===== src/ptc_pkg.sv =====
// Constants for the PWM timer control, clock select and interrupt block
package ptc_pkg;

  // ==========================================================
  // Register indices (byte address is four times the index)
  localparam logic [15:0] CMP_A_IDX = 16'h5300;
  localparam logic [15:0] CMP_B_IDX = 16'h5302;
  localparam logic [15:0] COUNT_IDX = 16'h5304;
  localparam logic [15:0] CTL_IDX = 16'h5306;
  localparam logic [15:0] CLK_SEL_IDX = 16'h5308;
  localparam logic [15:0] IRQ_MASK_IDX = 16'h530A;
  localparam logic [15:0] IRQ_FLAG_IDX = 16'h530C;

  // ==========================================================
  // Control register fields
  localparam int CTL_RUN = 0;
  localparam int CTL_CLR = 1;
  localparam int CTL_OUT_EN = 2;
  localparam int CTL_SRC = 3;
  localparam int CTL_INV = 4;
  localparam int CTL_IDLE = 8;
  localparam logic [15:0] CTL_WMASK = 16'h011D;
  localparam logic [15:0] CTL_RST = 16'h0000;

  // ==========================================================
  // Clock select, mask and flag fields
  localparam int TAP_W = 4;
  localparam int DIV_W = 14;
  localparam logic [3:0] TAP_RESERVED = 4'hF;
  localparam logic [3:0] TAP_RST = 4'h0;
  localparam int IRQ_A = 0;
  localparam int IRQ_B = 1;
  localparam logic [1:0] MASK_RST = 2'h0;
  localparam logic [1:0] FLAG_RST = 2'h0;
  localparam logic [15:0] CMP_RST = 16'h0000;
  localparam logic [15:0] COUNT_RST = 16'h0000;

  // ==========================================================
  // Bus answers
  localparam logic [1:0] RESP_OKAY = 2'h0;
  localparam logic [1:0] RESP_SLVERR = 2'h2;

endpackage


===== src/ptc_prescaler.sv =====
// Free-running prescaler with a selectable power-of-two tap
`timescale 1ns/1ns
module ptc_prescaler #(
  parameter int TAP_W = ptc_pkg::TAP_W,
  parameter int DIV_W = ptc_pkg::DIV_W
) (
  input wire logic core_clk,
  input wire logic nrst,
  input wire logic [TAP_W-1:0] tap,
  output logic tick
);

  // ==========================================================
  // Elaboration check
  if (DIV_W >= (1 << TAP_W) || DIV_W < 1) begin : g_bad
    $error("ptc_prescaler: DIV_W must be below 2**TAP_W");
  end

  typedef struct packed {
    logic [DIV_W-1:0] div;
    logic tick;
  } ptc_pre_t;

  ptc_pre_t s;
  ptc_pre_t next_s;
  logic [DIV_W-1:0] low_mask;

  // ==========================================================
  // Tick when the low tap bits of the divider are all ones
  always_comb begin
    next_s = s;
    low_mask = ~({DIV_W{1'b1}} << tap);
    next_s.div = s.div + 1'b1;
    next_s.tick = (tap <= TAP_W'(DIV_W)) && ((s.div & low_mask) == low_mask);
  end

  // State register
  always_ff @(posedge core_clk) begin
    if (!nrst) begin
      s <= '0;
    end else begin
      s <= next_s;
    end
  end

  assign tick = s.tick;
endmodule


===== src/ptc_timer_ctl.sv =====
// PWM timer control, count clock select, waveform pin and compare interrupts
//
// Contract
// - Source bit 0 counts prescaler ticks; 1 counts external pin rising edges.
// - Output enable 1 drives the timer waveform onto the output pin.
// - Output enable 0 holds the pin at the off level from invert and idle.
// - Writing 1 to clear bit D1 resets the counter; bit reads 0.
// - Run bit D0 starts counting when 1, stops when 0; resets to 0.
// - Stopped counter keeps its value; run resumes from the kept value.
// - Tap code selects clock divided by two to the code; 0xF reserved.
// - Compare B enable at D1 gates the compare B interrupt; resets 0.
// - Compare A enable at D0 gates the compare A interrupt; resets 0.
// - Flags B at D1, A at D0; set on cause, reset 0, write 1 or a flag register read clears.
// - Counter equal to compare B while counting, enabled, sets flag B.
// - Counter equal to compare A while counting, enabled, sets flag A.
// - Invert 1 gives active low output; 0 gives active high output.
`timescale 1ns/1ns
module ptc_timer_ctl #(
  parameter int ADDR_W = 18
) (
  input wire logic core_clk,
  input wire logic nrst,
  input wire logic s_axi_awvalid,
  output logic s_axi_awready,
  input wire logic [ADDR_W-1:0] s_axi_awaddr,
  input wire logic s_axi_wvalid,
  output logic s_axi_wready,
  input wire logic [31:0] s_axi_wdata,
  input wire logic [3:0] s_axi_wstrb,
  output logic s_axi_bvalid,
  input wire logic s_axi_bready,
  output logic [1:0] s_axi_bresp,
  input wire logic s_axi_arvalid,
  output logic s_axi_arready,
  input wire logic [ADDR_W-1:0] s_axi_araddr,
  output logic s_axi_rvalid,
  input wire logic s_axi_rready,
  output logic [31:0] s_axi_rdata,
  output logic [1:0] s_axi_rresp,
  input wire logic external_count_clock_pin,
  output logic timer_waveform_output,
  output logic compare_irq
);

  localparam int IW = ADDR_W - 2;

  // ==========================================================
  // Elaboration check
  if (ADDR_W < 18) begin : g_bad
    $error("ptc_timer_ctl: ADDR_W must be at least 18");
  end

  typedef struct packed {
    logic aw_held;
    logic [IW-1:0] aw_idx;
    logic w_held;
    logic [15:0] wdata;
    logic [1:0] wstrb;
    logic bvalid;
    logic [1:0] bresp;
    logic rvalid;
    logic [31:0] rdata;
    logic [1:0] rresp;
    logic [15:0] ctl;
    logic [3:0] tap;
    logic [1:0] mask;
    logic [1:0] flags;
    logic [15:0] count;
    logic [15:0] cmp_a;
    logic [15:0] cmp_b;
    logic wave;
    logic pin;
    logic ext_s1;
    logic ext_s2;
    logic ext_s3;
  } ptc_state_t;

  ptc_state_t s;
  ptc_state_t next_s;
  logic pre_tick;
  logic ext_edge;
  logic tick;
  logic wr_fire;
  logic rd_fire;
  logic [IW-1:0] rd_idx;
  logic match_a;
  logic match_b;
  logic clr_w;
  logic cnt_w;
  logic [1:0] flag_clr;
  logic [1:0] flag_set;

  // ==========================================================
  // Prescaler
  ptc_prescaler #(
    .TAP_W(ptc_pkg::TAP_W),
    .DIV_W(ptc_pkg::DIV_W)
  ) u_pre (
    .core_clk(core_clk),
    .nrst(nrst),
    .tap(s.tap),
    .tick(pre_tick)
  );

  // Merge a 16-bit write under the two low byte strobes
  function automatic logic [15:0] ptc_merge(input logic [15:0] old,
                                            input logic [15:0] wd,
                                            input logic [1:0] strb);
    ptc_merge = {strb[1] ? wd[15:8] : old[15:8],
                 strb[0] ? wd[7:0] : old[7:0]};
  endfunction

  // ==========================================================
  // Count source, compare matches and bus strobes
  assign ext_edge = s.ext_s2 & ~s.ext_s3;
  assign tick = s.ctl[ptc_pkg::CTL_SRC] ? ext_edge : pre_tick;
  assign match_a = s.ctl[ptc_pkg::CTL_RUN] && tick
                   && (s.count == s.cmp_a);
  assign match_b = s.ctl[ptc_pkg::CTL_RUN] && tick
                   && (s.count == s.cmp_b);
  assign wr_fire = s.aw_held && s.w_held && !s.bvalid;
  assign rd_fire = s_axi_arvalid && !s.rvalid;
  assign rd_idx = s_axi_araddr[ADDR_W-1:2];
  assign clr_w = wr_fire && s.aw_idx == IW'(ptc_pkg::CTL_IDX)
                 && s.wstrb[0] && s.wdata[ptc_pkg::CTL_CLR];
  assign cnt_w = wr_fire && s.aw_idx == IW'(ptc_pkg::COUNT_IDX);

  // Handshake, waveform pin and interrupt outputs
  assign s_axi_awready = !s.aw_held && !s.bvalid;
  assign s_axi_wready = !s.w_held && !s.bvalid;
  assign s_axi_arready = !s.rvalid;
  assign s_axi_bvalid = s.bvalid;
  assign s_axi_bresp = s.bresp;
  assign s_axi_rvalid = s.rvalid;
  assign s_axi_rdata = s.rdata;
  assign s_axi_rresp = s.rresp;
  assign timer_waveform_output = s.pin;
  assign compare_irq = |(s.flags & s.mask);

  // ==========================================================
  // Next-state logic
  always_comb begin
    next_s = s;
    flag_clr = 2'h0;
    flag_set = {match_b & s.mask[ptc_pkg::IRQ_B],
                match_a & s.mask[ptc_pkg::IRQ_A]};
    // External pin synchroniser and edge history
    next_s.ext_s1 = external_count_clock_pin;
    next_s.ext_s2 = s.ext_s1;
    next_s.ext_s3 = s.ext_s2;
    // Address and data capture, either order
    if (s_axi_awvalid && s_axi_awready) begin
      next_s.aw_held = 1'b1;
      next_s.aw_idx = s_axi_awaddr[ADDR_W-1:2];
    end
    if (s_axi_wvalid && s_axi_wready) begin
      next_s.w_held = 1'b1;
      next_s.wdata = s_axi_wdata[15:0];
      next_s.wstrb = s_axi_wstrb[1:0];
    end
    if (s.bvalid && s_axi_bready) begin
      next_s.bvalid = 1'b0;
    end
    // Register writes
    if (wr_fire) begin
      next_s.aw_held = 1'b0;
      next_s.w_held = 1'b0;
      next_s.bvalid = 1'b1;
      next_s.bresp = ptc_pkg::RESP_OKAY;
      case (s.aw_idx)
        IW'(ptc_pkg::CMP_A_IDX): begin
          next_s.cmp_a = ptc_merge(s.cmp_a, s.wdata, s.wstrb);
        end
        IW'(ptc_pkg::CMP_B_IDX): begin
          next_s.cmp_b = ptc_merge(s.cmp_b, s.wdata, s.wstrb);
        end
        IW'(ptc_pkg::COUNT_IDX): begin
        end
        IW'(ptc_pkg::CTL_IDX): begin
          next_s.ctl = ptc_merge(s.ctl, s.wdata, s.wstrb)
                       & ptc_pkg::CTL_WMASK;
        end
        IW'(ptc_pkg::CLK_SEL_IDX): begin
          if (s.wstrb[0]) begin
            next_s.tap = s.wdata[3:0];
          end
        end
        IW'(ptc_pkg::IRQ_MASK_IDX): begin
          if (s.wstrb[0]) begin
            next_s.mask = s.wdata[1:0];
          end
        end
        IW'(ptc_pkg::IRQ_FLAG_IDX): begin
          if (s.wstrb[0]) begin
            flag_clr = s.wdata[1:0];
          end
        end
        default: begin
          next_s.bresp = ptc_pkg::RESP_SLVERR;
        end
      endcase
    end
    // Register reads
    if (s.rvalid && s_axi_rready) begin
      next_s.rvalid = 1'b0;
    end
    if (rd_fire) begin
      next_s.rvalid = 1'b1;
      next_s.rresp = ptc_pkg::RESP_OKAY;
      next_s.rdata = 32'h0000_0000;
      case (rd_idx)
        IW'(ptc_pkg::CMP_A_IDX): begin
          next_s.rdata[15:0] = s.cmp_a;
        end
        IW'(ptc_pkg::CMP_B_IDX): begin
          next_s.rdata[15:0] = s.cmp_b;
        end
        IW'(ptc_pkg::COUNT_IDX): begin
          next_s.rdata[15:0] = s.count;
        end
        IW'(ptc_pkg::CTL_IDX): begin
          next_s.rdata[15:0] = s.ctl;
        end
        IW'(ptc_pkg::CLK_SEL_IDX): begin
          next_s.rdata[3:0] = s.tap;
        end
        IW'(ptc_pkg::IRQ_MASK_IDX): begin
          next_s.rdata[1:0] = s.mask;
        end
        IW'(ptc_pkg::IRQ_FLAG_IDX): begin
          next_s.rdata[1:0] = s.flags;
          flag_clr = flag_clr | s.flags;
        end
        default: begin
          next_s.rresp = ptc_pkg::RESP_SLVERR;
        end
      endcase
    end
    // Sticky flags, a new cause beats a clear
    next_s.flags = (s.flags & ~flag_clr) | flag_set;
    // Counter: clear, load, count or hold
    if (clr_w) begin
      next_s.count = ptc_pkg::COUNT_RST;
      next_s.wave = next_s.ctl[ptc_pkg::CTL_IDLE];
    end else if (cnt_w) begin
      next_s.count = ptc_merge(s.count, s.wdata, s.wstrb);
    end else if (s.ctl[ptc_pkg::CTL_RUN] && tick) begin
      next_s.count = match_b ? ptc_pkg::COUNT_RST : s.count + 16'h0001;
    end
    // Waveform rises on compare A, falls on compare B
    if (!clr_w && match_b) begin
      next_s.wave = 1'b0;
    end else if (!clr_w && match_a) begin
      next_s.wave = 1'b1;
    end
    // Output pin: waveform when enabled, else off level
    if (next_s.ctl[ptc_pkg::CTL_OUT_EN]) begin
      next_s.pin = next_s.wave ^ next_s.ctl[ptc_pkg::CTL_INV];
    end else begin
      next_s.pin = next_s.ctl[ptc_pkg::CTL_IDLE]
                   ^ next_s.ctl[ptc_pkg::CTL_INV];
    end
  end

  // ==========================================================
  // State register
  always_ff @(posedge core_clk) begin
    if (!nrst) begin
      s <= '0;
      s.ctl <= ptc_pkg::CTL_RST;
      s.tap <= ptc_pkg::TAP_RST;
      s.mask <= ptc_pkg::MASK_RST;
      s.flags <= ptc_pkg::FLAG_RST;
      s.count <= ptc_pkg::COUNT_RST;
      s.cmp_a <= ptc_pkg::CMP_RST;
      s.cmp_b <= ptc_pkg::CMP_RST;
    end else begin
      s <= next_s;
    end
  end
endmodule


===== config.mk =====
export PLATFORM = sky130hd
export DESIGN_NAME = ptc_timer_ctl
export DESIGN_NICKNAME = d
export VERILOG_FILES = /design/src/ptc_pkg.sv /design/src/ptc_prescaler.sv /design/src/ptc_timer_ctl.sv
export SDC_FILE = /design/constraint.sdc
export NUM_CORES = 1
export LEC_CHECK = 0
export BUFFER_PORTS_ARGS = -buffer_cell sky130_fd_sc_hd__buf_2
export CAP_MARGIN = 20
export CORE_AREA = 2 2 93 184
export CTS_CLUSTER_DIAMETER = 60
export DETAILED_ROUTE_END_ITERATION = 10
export DIE_AREA = 0 0 95 186
export SLEW_MARGIN = 10
export SYNTH_ARGS = -nofsm -noshare
export SYNTH_HDL_FRONTEND = slang
export SYNTH_SLANG_ARGS = --single-unit

===== constraint.sdc =====
create_clock -name core_clk -period 4.6 [get_ports core_clk]
set_input_delay 0.69 -clock core_clk [delete_from_list [all_inputs] [get_ports core_clk]]
set_output_delay 0.69 -clock core_clk [all_outputs]
set_load 0.03 [all_outputs]

## Yosys cells after proc, flatten, opt, wreduce, memory -nomap -nowiden

Index checks and enable logic that the tools add are counted.

| operators by class | value |
|---|---|
| bitwise gates (word level) | 14 |
| eq/ne operators | 19 |
| add/subtract/negate cells | 2 |
| shifts and indexed selects | 1 |
| mux-type cells | 32 |
| magnitude comparators | 1 |
| reduce and logical (&&, ||, !) cells | 41 |

Operator list:

| operator | number |
|---|---|
| equality test 16 x 15 -> 1 bit, second input constant | 14 |
| 2-to-1 mux 16 bit | 3 |
| case mux 12 bit (4 select lines) | 1 |
| 2-to-1 mux 35 bit | 1 |
| equality test 16 bit | 2 |
| AND reduction 3 bit | 7 |
| logical AND 1 bit | 19 |
| 2-to-1 mux 2 bit | 9 |
| adder 16 x 1 -> 16 bit, second input constant | 1 |
| 2-to-1 mux 8 bit | 2 |
| 2-to-1 mux 15 bit | 1 |
| adder 14 x 1 -> 14 bit, second input constant | 1 |
| bitwise AND 14 bit | 1 |
| equality test 14 bit | 1 |
| inverter 14 bit | 1 |
| case mux 2 bit (7 select lines) | 1 |
| OR reduction 7 bit | 2 |
| << shifter 14 x 4 -> 14 bit, first input constant | 1 |
| case mux 2 bit (5 select lines) | 1 |
| 2-to-1 mux 9 bit | 1 |
| 2-to-1 mux 1 bit | 8 |
| 2-to-1 mux 4 bit | 2 |
| nonzero test 2 bit | 3 |
| OR reduction 2 bit | 3 |
| other kinds (12) | 24 |

| word-level totals | value |
|---|---|
| logic and storage cells | 138 |
| bits of input ports | 80 |
| bits in registers | 139 |

## Depth between registers and ports, before layout

Gate-level depths: netlist of the first run.

| depth | value |
|---|---|
| depth after elaboration | 11 |
| gate-level depth with buffers | 9 |
| depth with buffers taken out | 8 |

## Hierarchy

A second synthesis of the first run with hierarchy kept.

| unflattened totals | value |
|---|---|
| cells, all modules | 830 |
| area total of the unflattened synthesis | 7073.0 um2 |

By module, submodules not included:

| module | sequential area each (um2) | times used | area each (um2) | cells each |
|---|---|---|---|---|
| ptc_timer_ctl | 2442.3 | 1 | 6244.7 | 734 |
| ptc_prescaler | 300.3 | 1 | 828.3 | 96 |

## Worst setup path before layout of the first run

OpenSTA, ideal clock, no wires.

| timing | value |
|---|---|
| kind | in2reg |
| from | input port s_axi_araddr[12] |
| to | register s (netlist bit s_axi_rdata[10]) |
| path slack | 2426 ps |
| data arrival time | 2100 ps |
| stages | 7 |
| buffers on the path | 1 |
| cell sequence | or4b_4 nor2_4 nand2_1 nor3b_1 buf_4 a222oi_1 o21ai_0 |

| on the way | value |
|---|---|
| word-level cells in the longest chain between the ends | 2 |
| elaborated cells on any way between the ends | 5 |

RTL lines:

| what | line | source |
|---|---|---|
| start: declaration | ptc_timer_ctl.sv:35 | `input wire logic [ADDR_W-1:0] s_axi_araddr,` |
| equality test 16 x 15 -> 1 bit | ptc_timer_ctl.sv:211 | `case (rd_idx)` |
| case mux 12 bit (4 select lines) * | ptc_timer_ctl.sv:211 |  |
| end signal: assignment | ptc_timer_ctl.sv:278 | `s <= next_s;` |
| end: declaration | ptc_timer_ctl.sv:78 | `ptc_state_t s;` |

Mark *: on every way between the ends. The rest lies on a longest branch, timed or not.
A chain may end at the register's enable or synchronous reset.

## Worst setup path after layout of the first run

| timing | value |
|---|---|
| from | register s[134] (netlist bit) |
| to | register s[48] (netlist bit) |

| on the way | value |
|---|---|
| word-level cells in the longest chain between the ends | 5 |
| elaborated cells on any way between the ends | 11 |

RTL lines:

| what | line | source |
|---|---|---|
| equality test 16 x 15 -> 1 bit | ptc_timer_ctl.sv:124 | `assign clr_w = wr_fire && s.aw_idx == IW'(ptc_pkg::CTL_IDX)` |
| logical AND 1 bit | ptc_timer_ctl.sv:124 |  |
| logical AND 1 bit (2 in series) | ptc_timer_ctl.sv:125 | `&& s.wstrb[0] && s.wdata[ptc_pkg::CTL_CLR];` |
| OR reduction 2 bit (no source line) | - |  |

Several ways; a longest one is shown, not always the timed one.

==> impl_metrics.ini, run 1 <==
[detailed_routing]
ant_nets = 0
routed_wl_um = 19800
vias_per_cell = 5.47
routedWlPerCell_um = 17.9
detail_route.first_pass.iterations = 6
drt_iter0_drc = 306
via_count = 6064
drc = 0

[global_routing]
antenna_found_initial = 0
grt_pass1_vias = 5902
grt_pass1_wl_um = 30900
track_usage_pct = 23.4
overflow = 0
grt_max_degree = 68

[synth]
ys.flop_type = dfxtp_1
async_flop_share_pct = 0
synth-edff-count = 0
synth_cells = 860
ys_seq_elements = 137
ys_types = 71
syn_area_per_cell_um2 = 8.31
synth.yosys.seq_area_share_pct = 38.4
yosysWarnings = 0
synthesis.area_um2 = 7140

[run]
maxCapViolations = 0

[finish]
fillers = 1652
finalNetCount = 974
diodes = 0
fin_cells = 1109
area_delta_synth_final_pct = 11.4
post-route-util_pct = 48.9
drive_above_1_share_pct = 15.7

[place]
dp_hpwl_um = 14800
place_congestion = 0.969
portBuffers = 82
dpl.cell_count = 1077

[timing]
worst_pin_slew_ns = 0.925
skew_ns = 0.0102
tns_ns = 0
period_needed_ns = 2.74
slew_viol_final = 0
fin_crit_sh_pct = 59.5
setup_violations = 0
maxSlewHeadroom_pct = 37.9
max_freq_mhz = 365
finalHoldViolations = 0
rsz0062_at_grt = false

[clock_tree]
clock_sink_count = 137
numCtsBuffers = 17
clock_latency_ns = 0.43
htreeDepth = 4
cts_buffer_depth = 2
root_buffer = clkbuf_16
cts_hold_buf = 0
post_cts_buffers = 0
cts_tree = yes
cts_resized = 0
clk_pin_slew_ns = 0.06

[setup_path]
cp_data_arrival_time_ns = 3.04
rr_startpoint = s[134]
crit_fanout = 15
worstPathRequired_ns = 4.90
worstSetupPathType = reg -> reg
cp.buffers_inverters = 0
end_kind = register
crit_slowest_cell = nor4_4
max_stage_delay_ns = 0.81
crit_path_frequent_cell = nor4_4
crit_chain = nor4_4 -> nand4b_1 -> nor4_4 -> a21oi_2 -> a32o_1 -> a22oi_1 -> nor2_1
critical_path.top_delay_family = simple AND/OR/NAND/NOR gates
cp-startpoint = s[134]
cp-start-kind = register

[floorplanning]
ioPinCount = 123
die_h_um = 186
rows = 66
start_util_pct = 43.9
coreArea_um2 = 16300
dieArea_um2 = 17700
die_x_um = 95

[worst_hold_path]
hp-class = reg -> reg
min-delay-start = s_axi_rdata[11]

[run_status]
status = completed

[pwr]
p_per_area_nw_per_um2 = 350
p_leak_nw = 2.90
peakVddDrop_v = 0.000227
routing by layer:
| layer | track usage (%) | vias up | share of wire [%] |
|---|---|---|---|
| li1 | - | 3004 | - |
| met2 | 44.4 | 165 | 57 |
| met3 | 4.21 | 54 | 3.3 |
| met1 | 22.3 | 2841 | 34 |
| met5 | 0 | - | 0 |
| met4 | 14.7 | 0 | 5.8 |
cell usage in the layout (no fill, tap or decap), types with 27 or more instances in the layout:
cell,count
nor2b_1,39
mux2i_1,39
a21boi_0,56
a21oi_1,31
o21ai_0,45
nand2_1,146
nor2_1,44
nand3_1,27
buf_2,82
dfxtp_1,137
flip-flops by register name (all words and copies together) (netlist names):
signal	cells
s	99
s_axi_rdata	16
u_pre.s	14
next_s	2
s_axi_bresp	1
s_axi_bvalid	1
s_axi_rresp	1
s_axi_rvalid	1
timer_waveform_output	1
u_pre.tick	1
synth_stat cells (4+ instances only):
master    instances  area, um2
nand2_1         146        548
dfxtp_1         137       2740
a21boi_0         56        420
o21ai_0          45        225
nor2_1           44        165
buf_4            39        293
mux2i_1          39        390
nor2b_1          39        244
a21oi_1          31        155
clkbuf_1         30        113
nand3_1          27        135
xnor2_1          19        166
xor2_1           19        166
buf_2            15       75.1
nand4_1          15       93.8
and2_1           14       87.6
inv_1            12       45.0
a222oi_1         11        110
nor3_1           11       55.1
a22oi_1           7       52.6
or3_1             7       43.8
and3_1            5       31.3
mux2_2            5       56.3
nor2_2            5       31.3
nor4_1            5       31.3
a31oi_1           4       25.0
or2_2             4       25.0
per-stage QoR:
stage          power [W]  hold WS, ns  worst slack (ns)  area, um2
2_1_floorplan    0.00141        0.412              2.43       7210
3_3_place_gp     0.00146        0.431              1.64       7380
3_5_place_dp     0.00147        0.437              1.60       7380
4_1_cts          0.00282        0.452              1.86       7960
5_1_grt          0.00289        0.471              1.67       7960
6_report         0.00279        0.444              1.86       7960
worst reg2reg max path: cells and delay by family, from the launching register on:
kind             cells  cell delay, ns
flip-flops           1            0.33
AO/OA/AOI/OAI        3            0.83
AND/OR/NAND/NOR      4            1.46
area by class of cell:
class / count / area [um2] / share of cell area, %
Inverter: 12 / 45.0 / 0.566
Multi-Input combinational cell: 640 / 3910 / 49.2
Clock inverter: 14 / 148 / 1.86
Timing Repair Buffer: 84 / 425 / 5.35
Sequential cell: 137 / 2740 / 34.5
Tap cell: 204 / 255 / 3.21
Clock buffer: 18 / 429 / 5.39
kinds of logic after synthesis:
logic type / Yosys count / synth area share (%)
and+or+nand+nor: 352 / 25.1
AOI/OAI and AO/OA: 186 / 17.5
DFF: 137 / 38.4
buffers and inverters: 100 / 7.71
muxes: 44 / 6.25
xor gates and xnor gates: 38 / 4.66
adders and majority gates: 2 / 0.350
other: 1 / 0.0525
worst paths after layout:
| kind | slack (ns) | to | cells past startpoint |
|---|---|---|---|
| worst max-delay path | 1.86 | s[48] | 7 |
| worst min-delay path | 0.44 | s_axi_rdata[11] | 2 |
| worst max register to register | 1.86 | s[48] | 7 |
| worst min register to register | 0.44 | s_axi_rdata[11] | 2 |
power breakdown:
group	switching (W)	internal (W)	total, W
logic	0.000113	0.0000621	0.000175
registers	0.0000451	0.00122	0.00126
clock network	0.000551	0.000799	0.00135
total	0.000709	0.00208	0.00279
Power figures use the tool's default switching activity.
==> inputs of run 2 (changes only) <==
--- a/config.mk
+++ b/config.mk
@@ -11,6 +11,7 @@
 export CTS_CLUSTER_DIAMETER = 60
 export DETAILED_ROUTE_END_ITERATION = 10
 export DIE_AREA = 0 0 95 186
+export PLACE_DENSITY = 0.67
 export SLEW_MARGIN = 10
 export SYNTH_ARGS = -nofsm -noshare
 export SYNTH_HDL_FRONTEND = slang
==> constraint.sdc (replaced) <==
create_clock -name core_clk -period 2.2 [get_ports core_clk]
set_input_delay 0.33 -clock core_clk [delete_from_list [all_inputs] [get_ports core_clk]]
set_output_delay 0.33 -clock core_clk [all_outputs]
set_load 0.03 [all_outputs]
==> run 2 against run 1 <==
  * Largest power group unchanged
  * Sequential share of layout area shrank 2.3 points
  * Power is 120% higher
  * Register-to-register slack lost 1.7 ns
  * Setup slack worse by 1.7 ns
  * Hold slack lost 0.33 ns
  * Clock skew is 0.00062 ns lower
==> impl_metrics.ini, run 2 (same netlist as run 1, synthesis figures left out) <==
[finish]
area_delta_synth_final_pct = 19.6
largest_reg_flops = 99
final_common_cell = nand2_1
drive_above_1_share_pct = 21.6
finalNetCount = 1033
mostFrequentLayoutCells = nand2_1 (144), dfxtp_1 (137), buf_2 (82), buf_4 (57), a21boi_0 (56)
diodes = 0
top_register = s

[setup_path]
cp-startpoint = s[38]
worstSetupPathType = reg -> reg
reg2reg_slack_ns = 0.11
r2r_end = s[51]
reg2reg_depth = 7
endpoint = s[51]
worstPathRequired_ns = 2.55
crit_fanout = 4
cp-start-kind = register
end_kind = register
rr_startpoint = s[38]
cp_data_arrival_time_ns = 2.44

[floorplanning]
ioPinCount = 123
rows = 66
die_h_um = 186
dieArea_um2 = 17700
coreArea_um2 = 16300
start_util_pct = 43.9
die_x_um = 95

[clock_tree]
clk_pin_slew_ns = 0.06
cts_tree = yes
cts_buffer_depth = 2
root_buffer = clkbuf_16
htreeDepth = 4
numCtsBuffers = 17
clock_sink_count = 137
clock_latency_ns = 0.43

[place]
portBuffers = 82
place_congestion = 0.994
dp_hpwl_um = 15400

[global_routing]
grt_max_degree = 92
met3_usage_pct = 4.49
grt_use_met1_pct = 22.3
busiest_layer = met2
grt_pass1_vias = 6592
gr-usage-met2_pct = 45.7
track_usage_pct = 24.6
antenna_found_initial = 0
overflow = 0
grt_pass1_wl_um = 32900

[detailed_routing]
drt_iter0_drc = 389
routedWlPerCell_um = 17.7
detail_route.first_pass.iterations = 8
via_count = 6486
drc = 0
ant_nets = 0
vias_per_cell = 5.55
routed_wl_um = 20700

[pwr]
p_per_area_nw_per_um2 = 712
seqPwrFrac_pct = 43.3
peakVddDrop_v = 0.000558
switchingPower_w = 0.00144
p_sw_share_pct = 23.7
combinationalPowerShare_pct = 6.5
power_frac_clock_pct = 50.2
p_int_w = 0.00464
p_leak_nw = 3.25

[timing]
fin_crit_sh_pct = 94.8
max_freq_mhz = 479
setup_violations = 0
finalHoldViolations = 0
skew_ns = 0.00958
worst_pin_slew_ns = 0.921
rsz0062_at_grt = false
holdWs_ns = 0.110
period_needed_ns = 2.09
slew_viol_final = 0
maxSlewHeadroom_pct = 38.5
tns_ns = 0

[run_status]
status = completed

[run]
maxCapViolations = 0

[worst_hold_path]
hp-class = in -> reg
## run 2: cell types whose count changed in the layout (fill, tap and decap cells not counted), sizes merged
cell / previous run / this run
bufinv: 2 / 4
buf: 84 / 143
inv: 15 / 12
clkinvlp: 5 / 2
clkbuf: 18 / 20
clkinv: 4 / 6
## run 2: timing repair
item | in CTS | in global routing
gates resized for setup | 0 | 8
endpoints found under the setup margin | 0 | 13
buffers inserted | 0 | 1
hold buffers | 0 | 0
## run 2: critical path, stage by stage, from the launching register on
cell and delay [ns]:
dfxtp_1 0.41, ha_1 0.24, nand3_2 0.09, or2_2 0.32
or4_1 0.52, o31ai_1 0.21, nand2_1 0.07, a21oi_1 0.14
## run 2: per-layer routing
metal / share of wire, % / routed length [um] / vias to the layer above
met2: 55 / 11300 / 214
met1: 34 / 6940 / 3063
met3: 3.7 / 760 / 89
met4: 8.0 / 1650 / 0
li1: - / - / 3120
met5: 0 / 0 / -
## run 2: stage by stage
| step | area, um2 | utilization, % | setup WS, ns | total power [W] | cells |
|---|---|---|---|---|---|
| after global routing | 8540 | 52.5 | 0.0232 | 0.00628 | 1168 |
| after global placement | 7860 | 48.3 | 0.121 | 0.00307 | 1135 |
| after CTS | 8480 | 52.2 | 0.0360 | 0.00612 | 1167 |
| final | 8540 | 52.5 | 0.114 | 0.00608 | 1168 |
| after detailed placement | 7860 | 48.3 | 0.0789 | 0.00308 | 1135 |
| after floorplan | 7210 | - | 0.213 | 0.00294 | 877 |
## run 2: worst min path at each step
stage | from | to | depth (start not counted)
floorplan | next_s[1] | next_s[0] | 1
global placement | s_axi_rdata[13] | s_axi_rdata[13] | 2
detailed placement | s_axi_rdata[13] | s_axi_rdata[13] | 2
CTS | external_count_clock_pin | next_s[1] | 2
global route | external_count_clock_pin | next_s[1] | 2
finish | external_count_clock_pin | next_s[1] | 2
## run 2: area by class of cell
class	count	area, um2
flip-flops and latches	137	2740
repair buffers	143	918
multi-input cells	640	3950
fillers	1538	7730
clock buffers	20	457
inverters	12	45.0
well taps	204	255
clock inverters	12	173
## run 2: power groups by stage
stage                     clock, W  sequential (W)  combinational (W)
after global routing       0.00320         0.00264           0.000439
after floorplan                  0         0.00265           0.000298
after CTS                  0.00309         0.00263           0.000399
after global placement           0         0.00268           0.000392
after detailed placement         0         0.00268           0.000398
final                      0.00305         0.00264           0.000396
